$ cat src/uarfe_pkg.sv
/*
  Package of the serial port with address recognition and frame error
  detection: register offsets, field positions, reset values, divider counts
  and state types. Assumes a 20 MHz system clock that also serves as the
  oscillator reference for modes 0 and 2.
*/
package uarfe_pkg;
  // ==========================================================
  // Register offsets
  localparam logic [2:0] REG_CTRL = 3'h0;
  localparam logic [2:0] REG_BUF = 3'h1;
  localparam logic [2:0] REG_MATCH_VAL = 3'h2;
  localparam logic [2:0] REG_MATCH_MASK = 3'h3;
  localparam logic [2:0] REG_PWR_CTRL = 3'h4;
  localparam logic [2:0] REG_BAUD_SRC = 3'h5;

  // ==========================================================
  // Field positions
  localparam int CTRL_MODE_HI = 7;
  localparam int CTRL_MODE_LO = 6;
  localparam int CTRL_FILTER = 5;
  localparam int CTRL_RX_EN = 4;
  localparam int CTRL_TX9 = 3;
  localparam int CTRL_RX9 = 2;
  localparam int CTRL_TX_DONE = 1;
  localparam int CTRL_RX_DONE = 0;
  localparam int PWR_DOUBLER = 7;
  localparam int PWR_VIEW_SEL = 6;
  localparam int SRC_TIMER2 = 0;

  // ==========================================================
  // Reset values
  localparam logic [7:0] RST_BYTE = 8'h00;
  localparam logic RST_BIT = 1'b0;

  // ==========================================================
  // Modes and timing counts
  localparam logic [1:0] MODE_0 = 2'h0;
  localparam logic [1:0] MODE_1 = 2'h1;
  localparam logic [1:0] MODE_2 = 2'h2;
  localparam logic [1:0] MODE_3 = 2'h3;
  localparam logic [3:0] M0_DIV_LAST = 4'hb;
  localparam logic [3:0] M0_FALL_AT = 4'h5;
  localparam logic [2:0] M2_OS_DIV = 3'h4;
  localparam logic [2:0] T1_OS_DIV = 3'h2;
  localparam logic [2:0] T2_OS_DIV = 3'h1;
  localparam logic [3:0] OS_LAST = 4'hf;
  localparam logic [3:0] OS_MID = 4'h7;
  localparam logic [3:0] M0_BITS_LAST = 4'h7;
  localparam logic [3:0] M1_TX_LAST = 4'h9;
  localparam logic [3:0] M23_TX_LAST = 4'ha;
  localparam logic [3:0] M1_RX_LAST = 4'h8;
  localparam logic [3:0] M23_RX_LAST = 4'h9;

  typedef enum logic [0:0] {TX_IDLE, TX_SHIFT} uarfe_tx_state_type;
  typedef enum logic [1:0] {RX_IDLE, RX_START, RX_DATA, RX_SYNC} uarfe_rx_state_type;
endpackage

$ cat src/uarfe_baud_if.sv
/*
  Interface between the serial port core and its bit-rate generator.
  Assumes one clock; tick outputs are one-cycle pulses.
*/
interface uarfe_baud_if;
  logic [1:0] mode;
  logic baud_doubler;
  logic timer2_sel;
  logic t1_ovf;
  logic t2_ovf;
  logic ce;
  logic os_tick;
  logic m0_fall;
  logic m0_rise;
  modport gen (input mode, baud_doubler, timer2_sel, t1_ovf, t2_ovf, ce,
    output os_tick, m0_fall, m0_rise);
  modport core (output mode, baud_doubler, timer2_sel, t1_ovf, t2_ovf, ce,
    input os_tick, m0_fall, m0_rise);
endinterface

$ cat src/uarfe_baud.sv
/*
  Bit-rate generator: sixteen-times oversample tick for modes 1 to 3 and the
  shift clock phases for mode 0. Assumes timer overflow inputs are one-cycle
  pulses synchronous to clk_sys_i.
*/
module uarfe_baud
  import uarfe_pkg::*;
(
  input wire logic clk_sys_i,
  input wire logic sys_rst_i,
  uarfe_baud_if.gen bif
);
  logic [3:0] m0_cnt_r;
  logic [2:0] os_cnt_r;
  wire mode2 = bif.mode == MODE_2;
  wire os_src = mode2 ? 1'b1 : (bif.timer2_sel ? bif.t2_ovf : bif.t1_ovf);
  // Doubler halves the divide; timer 2 is already one event per sample
  wire [2:0] os_div = mode2 ? (M2_OS_DIV >> bif.baud_doubler) :
    (bif.timer2_sel ? T2_OS_DIV : (T1_OS_DIV >> bif.baud_doubler));
  wire os_last = os_cnt_r >= os_div - 3'h1;
  wire m0_last = m0_cnt_r == M0_DIV_LAST;

  assign bif.os_tick = bif.ce & os_src & os_last;
  assign bif.m0_fall = bif.ce & (m0_cnt_r == M0_FALL_AT);
  assign bif.m0_rise = bif.ce & m0_last;

  always_ff @(posedge clk_sys_i) begin
    if (sys_rst_i) begin
      m0_cnt_r <= 4'h0;
    end else if (bif.ce) begin
      m0_cnt_r <= m0_last ? 4'h0 : m0_cnt_r + 4'h1;
    end
  end

  always_ff @(posedge clk_sys_i) begin
    if (sys_rst_i) begin
      os_cnt_r <= 3'h0;
    end else if (bif.ce && os_src) begin
      os_cnt_r <= os_last ? 3'h0 : os_cnt_r + 3'h1;
    end
  end
endmodule

$ cat src/uarfe_top.sv
/*
  Serial port with four modes, ninth bit, address recognition and frame
  error detection, behind a plain strobe register port. Assumes all pins and
  timer overflow pulses are synchronous to clk_sys_i.
*/
module uarfe_top
  import uarfe_pkg::*;
(
  input wire logic clk_sys_i,
  input wire logic sys_rst_i,
  input wire logic ce_i,
  input wire logic [2:0] reg_addr_i,
  input wire logic [7:0] reg_wdata_i,
  input wire logic reg_wr_i,
  input wire logic reg_rd_i,
  output logic [7:0] reg_rdata_o,
  input wire logic t1_ovf_i,
  input wire logic t2_ovf_i,
  input wire logic rxd_i,
  output logic rxd_o,
  output logic rxd_oe_n_o,
  output logic txd_o
);
  // ==========================================================
  // Registers
  logic sm0_r, sm1_r, sm2_r, ren_r, tb8_r, rb8_r, ti_r, ri_r, fe_r;
  logic baud_doubler_r, error_bit_view_select_r, t2sel_r;
  logic [7:0] tx_buf_r, rx_buf_r, match_val_r, match_mask_r, rdata_r;
  uarfe_tx_state_type tx_state_r;
  uarfe_rx_state_type rx_state_r;
  logic [10:0] tx_shift_r;
  logic [9:0] rx_shift_r;
  logic [3:0] tx_bits_r, tx_os_r, rx_bits_r, rx_os_r;
  logic rxd_q_r, txd_r, rxd_out_r, rxd_oe_n_r;

  uarfe_baud_if bif ();
  uarfe_baud u_baud (
    .clk_sys_i(clk_sys_i),
    .sys_rst_i(sys_rst_i),
    .bif(bif)
  );

  // ==========================================================
  // Register decode
  wire [1:0] mode = {sm0_r, sm1_r};
  wire mode0 = mode == MODE_0;
  wire mode1 = mode == MODE_1;
  wire wr_ctrl = ce_i & reg_wr_i & (reg_addr_i == REG_CTRL);
  wire wr_buf = ce_i & reg_wr_i & (reg_addr_i == REG_BUF);
  wire wr_val = ce_i & reg_wr_i & (reg_addr_i == REG_MATCH_VAL);
  wire wr_mask = ce_i & reg_wr_i & (reg_addr_i == REG_MATCH_MASK);
  wire wr_pwr = ce_i & reg_wr_i & (reg_addr_i == REG_PWR_CTRL);
  wire wr_src = ce_i & reg_wr_i & (reg_addr_i == REG_BAUD_SRC);
  wire bit7_rd = error_bit_view_select_r ? fe_r : sm0_r;
  wire [7:0] ctrl_rd = {bit7_rd, sm1_r, sm2_r, ren_r, tb8_r, rb8_r, ti_r, ri_r};
  wire [7:0] rd_mux =
    (reg_addr_i == REG_CTRL) ? ctrl_rd :
    (reg_addr_i == REG_BUF) ? rx_buf_r :
    (reg_addr_i == REG_MATCH_VAL) ? match_val_r :
    (reg_addr_i == REG_MATCH_MASK) ? match_mask_r :
    (reg_addr_i == REG_PWR_CTRL) ? {baud_doubler_r, error_bit_view_select_r, 6'h00} :
    (reg_addr_i == REG_BAUD_SRC) ? {7'h00, t2sel_r} : 8'h00;

  assign bif.mode = mode;
  assign bif.baud_doubler = baud_doubler_r;
  assign bif.timer2_sel = t2sel_r;
  assign bif.t1_ovf = t1_ovf_i;
  assign bif.t2_ovf = t2_ovf_i;
  assign bif.ce = ce_i;

  // ==========================================================
  // Transmitter
  wire tx_busy = tx_state_r == TX_SHIFT;
  wire tx_ninth = mode1 ? 1'b1 : tb8_r;
  wire [10:0] tx_load = mode0 ? {3'h7, reg_wdata_i} :
    {1'b1, tx_ninth, reg_wdata_i, 1'b0};
  wire [3:0] tx_last = mode0 ? M0_BITS_LAST : (mode1 ? M1_TX_LAST : M23_TX_LAST);
  // Mode 0 shifts only at a rise that follows a full low phase of the clock
  wire m0_step = bif.m0_rise & ~txd_r;
  wire tx_step = mode0 ? m0_step : (bif.os_tick & (tx_os_r == OS_LAST));
  wire tx_done = tx_busy & tx_step & (tx_bits_r == tx_last);

  always_ff @(posedge clk_sys_i) begin
    if (sys_rst_i) begin
      tx_state_r <= TX_IDLE;
      tx_shift_r <= 11'h7ff;
      tx_bits_r <= 4'h0;
      tx_os_r <= 4'h0;
    end else if (ce_i) begin
      if (wr_buf) begin
        tx_state_r <= TX_SHIFT;
        tx_shift_r <= tx_load;
        tx_bits_r <= 4'h0;
        tx_os_r <= 4'h0;
      end else if (tx_busy) begin
        if (bif.os_tick) tx_os_r <= tx_os_r + 4'h1;
        if (tx_step) begin
          tx_shift_r <= {1'b1, tx_shift_r[10:1]};
          tx_bits_r <= tx_bits_r + 4'h1;
          if (tx_done) tx_state_r <= TX_IDLE;
        end
      end
    end
  end

  // ==========================================================
  // Receiver
  wire rx_m0_go = mode0 & ren_r & ~ri_r & ~tx_busy;
  wire rx_edge = ~mode0 & ren_r & rxd_q_r & ~rxd_i;
  wire [9:0] rx_full = {rxd_i, rx_shift_r[9:1]};
  wire [3:0] rx_last = mode0 ? M0_BITS_LAST : (mode1 ? M1_RX_LAST : M23_RX_LAST);
  wire rx_step = (rx_state_r == RX_SYNC) ? m0_step :
    (bif.os_tick & (rx_os_r == OS_LAST));
  wire rx_end = (rx_state_r == RX_SYNC || rx_state_r == RX_DATA) & rx_step &
    (rx_bits_r == rx_last);
  wire [7:0] rx_byte = mode0 ? rx_full[9:2] : (mode1 ? rx_full[8:1] : rx_full[7:0]);
  wire rx_ninth = mode1 ? rx_full[9] : rx_full[8];
  wire rx_stop = rx_full[9];
  // Don't-care bits come from a zero mask bit
  wire given_ok = &(~((rx_byte ^ match_val_r) & match_mask_r));
  wire [7:0] bcast = match_val_r | match_mask_r;
  wire bcast_ok = &(rx_byte | ~bcast);
  wire addr_ok = given_ok | bcast_ok;
  wire rx_accept = mode0 | ~sm2_r | (addr_ok & (mode1 ? rx_stop : rx_ninth));
  wire rx_done = rx_end & rx_accept;
  wire fe_set = rx_end & ~mode0 & ~rx_stop;

  always_ff @(posedge clk_sys_i) begin
    if (sys_rst_i) begin
      rx_state_r <= RX_IDLE;
      rx_shift_r <= 10'h000;
      rx_bits_r <= 4'h0;
      rx_os_r <= 4'h0;
    end else if (ce_i) begin
      if (bif.os_tick) rx_os_r <= rx_os_r + 4'h1;
      unique case (rx_state_r)
        RX_IDLE: begin
          rx_bits_r <= 4'h0;
          if (rx_m0_go) rx_state_r <= RX_SYNC;
          else if (rx_edge) begin
            rx_state_r <= RX_START;
            rx_os_r <= 4'h0;
          end
        end
        RX_START: begin
          // Glitch shorter than half a bit returns to idle
          if (bif.os_tick && rx_os_r == OS_MID) begin
            rx_state_r <= rxd_i ? RX_IDLE : RX_DATA;
            rx_os_r <= 4'h0;
          end
        end
        RX_DATA, RX_SYNC: begin
          if (rx_step) begin
            rx_shift_r <= rx_full;
            rx_bits_r <= rx_bits_r + 4'h1;
            if (rx_end) rx_state_r <= RX_IDLE;
          end
        end
      endcase
    end
  end

  // ==========================================================
  // Control and status flags; hardware set wins over software clear
  always_ff @(posedge clk_sys_i) begin
    if (sys_rst_i) begin
      {sm0_r, sm1_r, sm2_r, ren_r, tb8_r, rb8_r} <= 6'h00;
      {ti_r, ri_r, fe_r} <= 3'h0;
    end else if (ce_i) begin
      if (wr_ctrl) begin
        if (!error_bit_view_select_r) sm0_r <= reg_wdata_i[CTRL_MODE_HI];
        sm1_r <= reg_wdata_i[CTRL_MODE_LO];
        sm2_r <= reg_wdata_i[CTRL_FILTER];
        ren_r <= reg_wdata_i[CTRL_RX_EN];
        tb8_r <= reg_wdata_i[CTRL_TX9];
      end
      if (rx_done && !mode0) rb8_r <= rx_ninth;
      else if (wr_ctrl) rb8_r <= reg_wdata_i[CTRL_RX9];
      ti_r <= tx_done | (wr_ctrl ? reg_wdata_i[CTRL_TX_DONE] : ti_r);
      ri_r <= rx_done | (wr_ctrl ? reg_wdata_i[CTRL_RX_DONE] : ri_r);
      fe_r <= fe_set | ((wr_ctrl && error_bit_view_select_r) ? reg_wdata_i[CTRL_MODE_HI] : fe_r);
    end
  end

  always_ff @(posedge clk_sys_i) begin
    if (sys_rst_i) begin
      tx_buf_r <= RST_BYTE;
      rx_buf_r <= RST_BYTE;
      match_val_r <= RST_BYTE;
      match_mask_r <= RST_BYTE;
      {baud_doubler_r, error_bit_view_select_r, t2sel_r} <= 3'h0;
      rdata_r <= RST_BYTE;
    end else if (ce_i) begin
      if (wr_buf) tx_buf_r <= reg_wdata_i;
      if (rx_done) rx_buf_r <= rx_byte;
      if (wr_val) match_val_r <= reg_wdata_i;
      if (wr_mask) match_mask_r <= reg_wdata_i;
      if (wr_pwr) {baud_doubler_r, error_bit_view_select_r} <= reg_wdata_i[PWR_DOUBLER:PWR_VIEW_SEL];
      if (wr_src) t2sel_r <= reg_wdata_i[SRC_TIMER2];
      rdata_r <= reg_rd_i ? rd_mux : RST_BYTE;
    end
  end

  // ==========================================================
  // Pins; mode 0 drives data on the receive pin, clock on transmit pin
  wire m0_active = mode0 & (tx_busy | rx_state_r == RX_SYNC);
  always_ff @(posedge clk_sys_i) begin
    if (sys_rst_i) begin
      rxd_q_r <= 1'b1;
      txd_r <= 1'b1;
      rxd_out_r <= 1'b1;
      rxd_oe_n_r <= 1'b1;
    end else if (ce_i) begin
      rxd_q_r <= rxd_i;
      rxd_oe_n_r <= ~(mode0 & tx_busy);
      rxd_out_r <= tx_shift_r[0];
      if (!mode0) txd_r <= tx_busy ? tx_shift_r[0] : 1'b1;
      else if (m0_active && bif.m0_fall) txd_r <= 1'b0;
      else if (bif.m0_rise || !m0_active) txd_r <= 1'b1;
    end
  end

  assign reg_rdata_o = rdata_r;
  assign txd_o = txd_r;
  assign rxd_o = rxd_out_r;
  assign rxd_oe_n_o = rxd_oe_n_r;
endmodule

$ cat config.mk
export PLATFORM = sky130hd
export DESIGN_NAME = uarfe_top
export DESIGN_NICKNAME = d
export VERILOG_FILES = /design/src/uarfe_pkg.sv /design/src/uarfe_baud_if.sv /design/src/uarfe_baud.sv /design/src/uarfe_top.sv
export SDC_FILE = /design/constraint.sdc
export NUM_CORES = 1
export LEC_CHECK = 0
export ABC_AREA = 1
export BUFFER_PORTS_ARGS = -buffer_cell sky130_fd_sc_hd__clkbuf_2
export CAP_MARGIN = 30
export CORE_ASPECT_RATIO = 1.75
export CORE_UTILIZATION = 40
export DETAILED_ROUTE_END_ITERATION = 7
export GPL_TIMING_DRIVEN = 1
export HOLD_SLACK_MARGIN = 0.05
export SYNTH_ARGS = -nofsm -noshare
export SYNTH_HDL_FRONTEND = slang
export SYNTH_SLANG_ARGS = --single-unit
$ cat constraint.sdc
create_clock -name clk_sys_i -period 4.6 [get_ports clk_sys_i]
set_input_delay 0.69 -clock clk_sys_i [delete_from_list [all_inputs] [get_ports clk_sys_i]]
set_output_delay 0.69 -clock clk_sys_i [all_outputs]
set_load 0.01 [all_outputs]
# Yosys cells after proc, flatten, opt, wreduce, memory -nomap -nowiden
# Index checks and enable logic that the tools add are counted.
# Widths: inputs -> output; s select.
# totals
ff_bits	95
latch_bits	0
mem_bits_rw	0
romBits	0
inputBits	19
output_inout_bits	11
word_cells	209
memories	0
# op_classes
add_sub_neg	7
mul	0
div	0
n_lt_le_gt_ge	1
n_eq_ne	22
shift	2
mux	62
bitwise	51
n_reduce_logical	34
# op_table
operator	count
$mux 8	8
$mux 4	14
$mux 11	3
$and 1x1->1	30
$mux 1	23
$add 4x1->4 const B	5
$not 8->8	2
$or 8x8->8	2
$pmux 4 s2	2
$reduce_and 2->1	8
$reduce_and 8->1	2
$reduce_and 3->1	5
$mux 2	7
$eq 4x4->1 const B	3
$mux 10	1
$reduce_bool 2->1	5
$mux 3	3
$and 8x8->8	1
$eq 4x3->1 const B	2
$eq 4x4->1	2
$not 1->1	8
$xor 8x8->8	1
$or 1x1->1	7
$eq 2x2->1 const B	3
20 further kinds	32

# Longest topological paths before layout
# depth
word_depth	14
mapped_depth	19
depth_no_buf	18

# Cells and area by module
# A second synthesis with hierarchy kept.
# unflattened
cells_unflattened	706
area_unflattened_um2	4885.9
# modules_own_cells
mod	instances	cells_per_inst	area_each_um2	seq_area_each_um2
uarfe_top	1	630	4344.2	1721.7
uarfe_baud	1	76	541.8	140.1

# Worst setup path before layout
# Ideal clock, no wire load.
# synth_timing
kind	reg-to-reg
start	register sm0_r
end	register rx_buf_r[1]
setup_ns	0.114
t_arrival_ns	2.701
required_time_ns	4.486
slack_ns	1.785
path_stages_with_launch	19
n_path_buf	1
synth_period_minus_slack_ns	2.815
path_cell_list	dfxtp_1 > nand2_2 > o21ai_0 > nand2_1 > ha_1 > xor2_1 > ha_1 > nand2_1 > o211ai_1 > nand2_4 > o21ai_2 > nand3_4 > nor2_4 > nand2_4 > inv_4 > buf_6 > nand2_1 > nand2_1 > a21oi_2
# synth_between
elab_chain_cells	12
word_cells_on_any_way	32
cone_classes	add/sub (1); order compare (1); eq/ne (3); mux (9); bitwise (14); reduce/logical (4)
# synth_lines
element	line_no	text
start, declared	uarfe_top.sv:26	logic sm0_r, sm1_r, sm2_r, ren_r, tb8_r, rb8_r, ti_r, ri_r, fe_r;
start signal, assigned	uarfe_top.sv:171	if (!error_bit_view_select_r) sm0_r <= reg_wdata_i[CTRL_MODE_HI];
branches (longest 12 deep; another with $sub 3x1->3)	n/a	
end signal, assigned	uarfe_top.sv:195	if (rx_done) rx_buf_r <= rx_byte;
end, declared	uarfe_top.sv:28	logic [7:0] tx_buf_r, rx_buf_r, match_val_r, match_mask_r, rdata_r;
# Parallel ways; which one is timed is not known.
# A chain may end at the register's enable or synchronous reset.

# Worst setup path in the final report
# layout_timing
start	register sm0_r
end	register tx_bits_r[3]
# layout_between
elab_chain_cells	9
word_cells_on_any_way	12
cone_classes	add/sub (1); order compare (1); eq/ne (1); mux (3); bitwise (3); reduce/logical (3)
# layout_lines
element	line_no	text
$eq 2x2->1	uarfe_baud.sv:15	wire mode2 = bif.mode == MODE_2;
$mux 3	uarfe_baud.sv:18	wire [2:0] os_div = mode2 ? (M2_OS_DIV >> bif.baud_doubler) :
$sub 3x1->3	uarfe_baud.sv:20	wire os_last = os_cnt_r >= os_div - 3'h1;
$ge 3x3->1	uarfe_baud.sv:20	
$and 1x1->1	uarfe_baud.sv:23	assign bif.os_tick = bif.ce & os_src & os_last;
$and 1x1->1	uarfe_top.sv:80	wire tx_step = mode0 ? m0_step : (bif.os_tick & (tx_os_r == OS_LAST));
$mux 1 (*)	uarfe_top.sv:80	
$reduce_bool 2->1 (no line) (*)	n/a	
$reduce_and 3->1 (no line) (*)	n/a	
end signal, assigned	uarfe_top.sv:99	tx_bits_r <= tx_bits_r + 4'h1;
end, declared	uarfe_top.sv:33	logic [3:0] tx_bits_r, tx_os_r, rx_bits_r, rx_os_r;
# Mark *: on every way between the ends. The rest lies on a longest branch, timed or not.

==> impl_results.md <==
- Status: completed
- Cts hold-fix bufs: 0
- Worst Tran Pin Value: 0.863 ns
- P_sw: 431 uW
- Area contributors post-synth: dfxtp_1 (38%), nand2_1 (9.2%), a21oi_1 (8.0%), o21ai_0 (7.9%), inv_1 (6.6%)
- Pwr Density: 321 nW/um^2
- Yosys top cell area share: between 30% and 40%
- Clock skew: 0.0109 ns
- Area after DPL: 5050 um^2
- Buffers inserted by post-CTS timing repair: 0
- Critical path's largest stage delay: around 0.79 ns
- Initial Util: 40.8%
- Worst skew pair latency: ~0.35 ns
- CP Cell Sequence: nand2_2, o21ai_0, nand2_1, ha_1, xor2_1, ha_1, nand2_1, o211ai_1, nand2_4, inv_1, nand3_1, nand2_1, nor2_1, inv_1, nand3_1, nand2_1, nor2_1
- Crit path kind: reg2reg
- Synthesized cell area: 4880 um^2
- Critical path capture point type: flip-flop
- DR WL/cell: 16.0 um
- Drt pass-1 iters: 5
- Sum Neg Setup Slack: 0 ns
- CTS tree: yes
- Post-CTS Resized: 0
- Int Pwr: 1280 uW
- Die span in y: roughly 150 um
- Layout cells sized above 1: between 10% and 20%
- Antenna diode count: 0
- DIE AREA: 12700 um^2
- Area grow syn2layout: 9.47%
- Vias per cell: 5.59
- Area leader, netlist: dfxtp_1
- R2R Setup Slk: 1.04 ns
- Worst path most repeated cell: nand2_1
- Syn_area_per_cell: 7.17 um^2
- Rows: 53
- Inserted Clock Buffers: 9
- Setup violators final: 0
- Drt initial violations: 277
- Max VDD drop: 0.213 mV
- CP max FO: 21
- Clk sinks: 93
- F_max: roughly 280 MHz
- Async SR Flop Fraction: 0%
- Most frequent cells in the layout: nand2_1 (119), dfxtp_1 (93), inv_1 (86), a21oi_1 (78), o21ai_0 (77)
- Clock Pin Slew Worst Setup and Hold Paths: approximately 0.060 ns
- Initial antenna violation count: 0
- Post-route cell area: 5340 um^2
- Clock power frac: 42.7%
- Fin nets: 725
- Final wirelength: about 13000 um
- Final Cycle Share: 77.4%
- Worst path slowest cell: dfxtp_1
- Post-synth EDFFs: 0
- Commonest non-fill, non-tap cell in the layout: nand2_1
- Post-Syn Nets: a little over 700
- Yosys warning count: 0
- Clock Path Buffers: 2
- Final HPWL DP: approximately 10000 um
- Routed Antenna Nets: 0
- Worst Path Arrival: 3.80 ns
- Hold Vio Cnt, Final: 0
- RSZ-0062 raised after global routing: no
- Cell count after synthesis: 680
- Post-layout util: approximately 45%
- CTS root buf: clkbuf_16
- Logic pwr share: 8.6%
- Post-synthesis sequential area ratio: 38.2%
- Pleak: 0.00219 uW
- Routability cong.: between 0.9 and 1
- Slew Limit Headroom: 42.2%
- Seq cells post-synth: 93
- Hold Crit Class: reg2reg
- First-pass GRT wire length: 21700 um
- DR vias: 4670
- Max-Cap Viols: 0
- Total gr overflow: 0
- # H-tree levels: 3
- Ys flop type: dfxtp_1
- Num ports: 30
- Worst Path Required: 4.84 ns
- Startpoint types: flip-flop
- Seq pwr share: 48.7%
- Core footprint: 11900 um^2
- Fin crit period: approximately 3.6 ns
- Width of the die: approximately 85 um
- Largest net degree at the start of global routing: 54
- I/O Buffers: 29
- Net Sw Frac: 25.2%
- Vias in the first global route: 4364
- Drt drc: 0
- Max-slew violations: 0
- Global-route usage over all layers: 22.2%
- Synth unique cells: 44
==> worst max-delay path: cells and delay by family, from the launching register on <==
family / cells / cell delay, ns
AND/OR/NAND/NOR: 10 / 1.00
flip-flops: 1 / 0.79
adder cells (fa/ha/maj): 2 / 0.54
buffers and inverters: 2 / 0.52
AO/OA/AOI/OAI: 2 / 0.44
XOR/XNOR: 1 / 0.16
==> layer usage <==
metal / GRT usage [%] / part of all wire [%] / up-vias
met5: 0 / 0 / -
met4: 11.2 / 3.6 / 0
met3: 3.44 / 4.9 / 33
met2: 38.7 / 51 / 145
met1: 26.2 / 40 / 2158
li1: - / - / 2334
==> through the flow <==
| step | total power, uW | hold WS, ns | cells | setup WS [ns] |
|---|---|---|---|---|
| finish | 1710 | 0.466 | 835 | 1.04 |
| global route | 1780 | 0.493 | 835 | 0.661 |
| CTS | 1730 | 0.463 | 835 | 1.07 |
| detailed placement | 998 | 0.451 | 821 | 1.10 |
| global placement | 993 | 0.446 | 821 | 1.24 |
| floorplan | 952 | 0.425 | 680 | 1.78 |
==> worst paths after layout <==
kind | start | end | depth (start not counted)
max | sm0_r | tx_bits_r[3] | 17
min | reg_rdata_o[7] | reg_rdata_o[7] | 2
max reg2reg | sm0_r | tx_bits_r[3] | 17
min reg2reg | reg_rdata_o[7] | reg_rdata_o[7] | 2
==> power groups by stage <==
stage	registers, uW	clock network, uW	logic (uW)
floorplan	849	0	103
global placement	852	0	142
detailed placement	853	0	145
CTS	834	747	146
global route	836	775	165
finish	835	732	147
==> logic make-up after synthesis <==
group / Yosys count / share of synthesized area [%]
AOI/OAI and AO/OA: 201 / 23.2
xor gates and xnor gates: 7 / 1.26
adders and majority gates: 11 / 2.82
buffers and inverters: 117 / 10.2
DFF: 93 / 38.2
muxes: 1 / 0.205
and+or+nand+nor: 250 / 24.1
==> final cells by class <==
class	instances	area (um^2)
clock buffers	9	225
flip-flops and latches	93	1860
clock inverters	5	61.3
well taps	137	171
fillers	1256	6600
repair buffers	31	160
inverters	90	342
multi-input cells	470	2520
==> registers in the layout, indices dropped and copies added, names as in the netlist, 8 cells and up <==
register	count
rx_shift_r	9
rx_buf_r	8
match_val_r	8
match_mask_r	8
reg_rdata_o	8
tx_shift_r	10
==> Yosys cell counts (5+ instances only) <==
cell type / instances
o21ai_0: 77
o211ai_1: 14
nand3_2: 5
nor2_1: 48
xor2_1: 5
o221ai_1: 5
nor3_1: 11
ha_1: 11
nand4_1: 15
dfxtp_1: 93
clkbuf_1: 12
nand3_1: 34
buf_2: 7
nand2_1: 119
inv_1: 86
a21oi_1: 78
nand2_4: 7
Power figures use the tool's default switching activity.
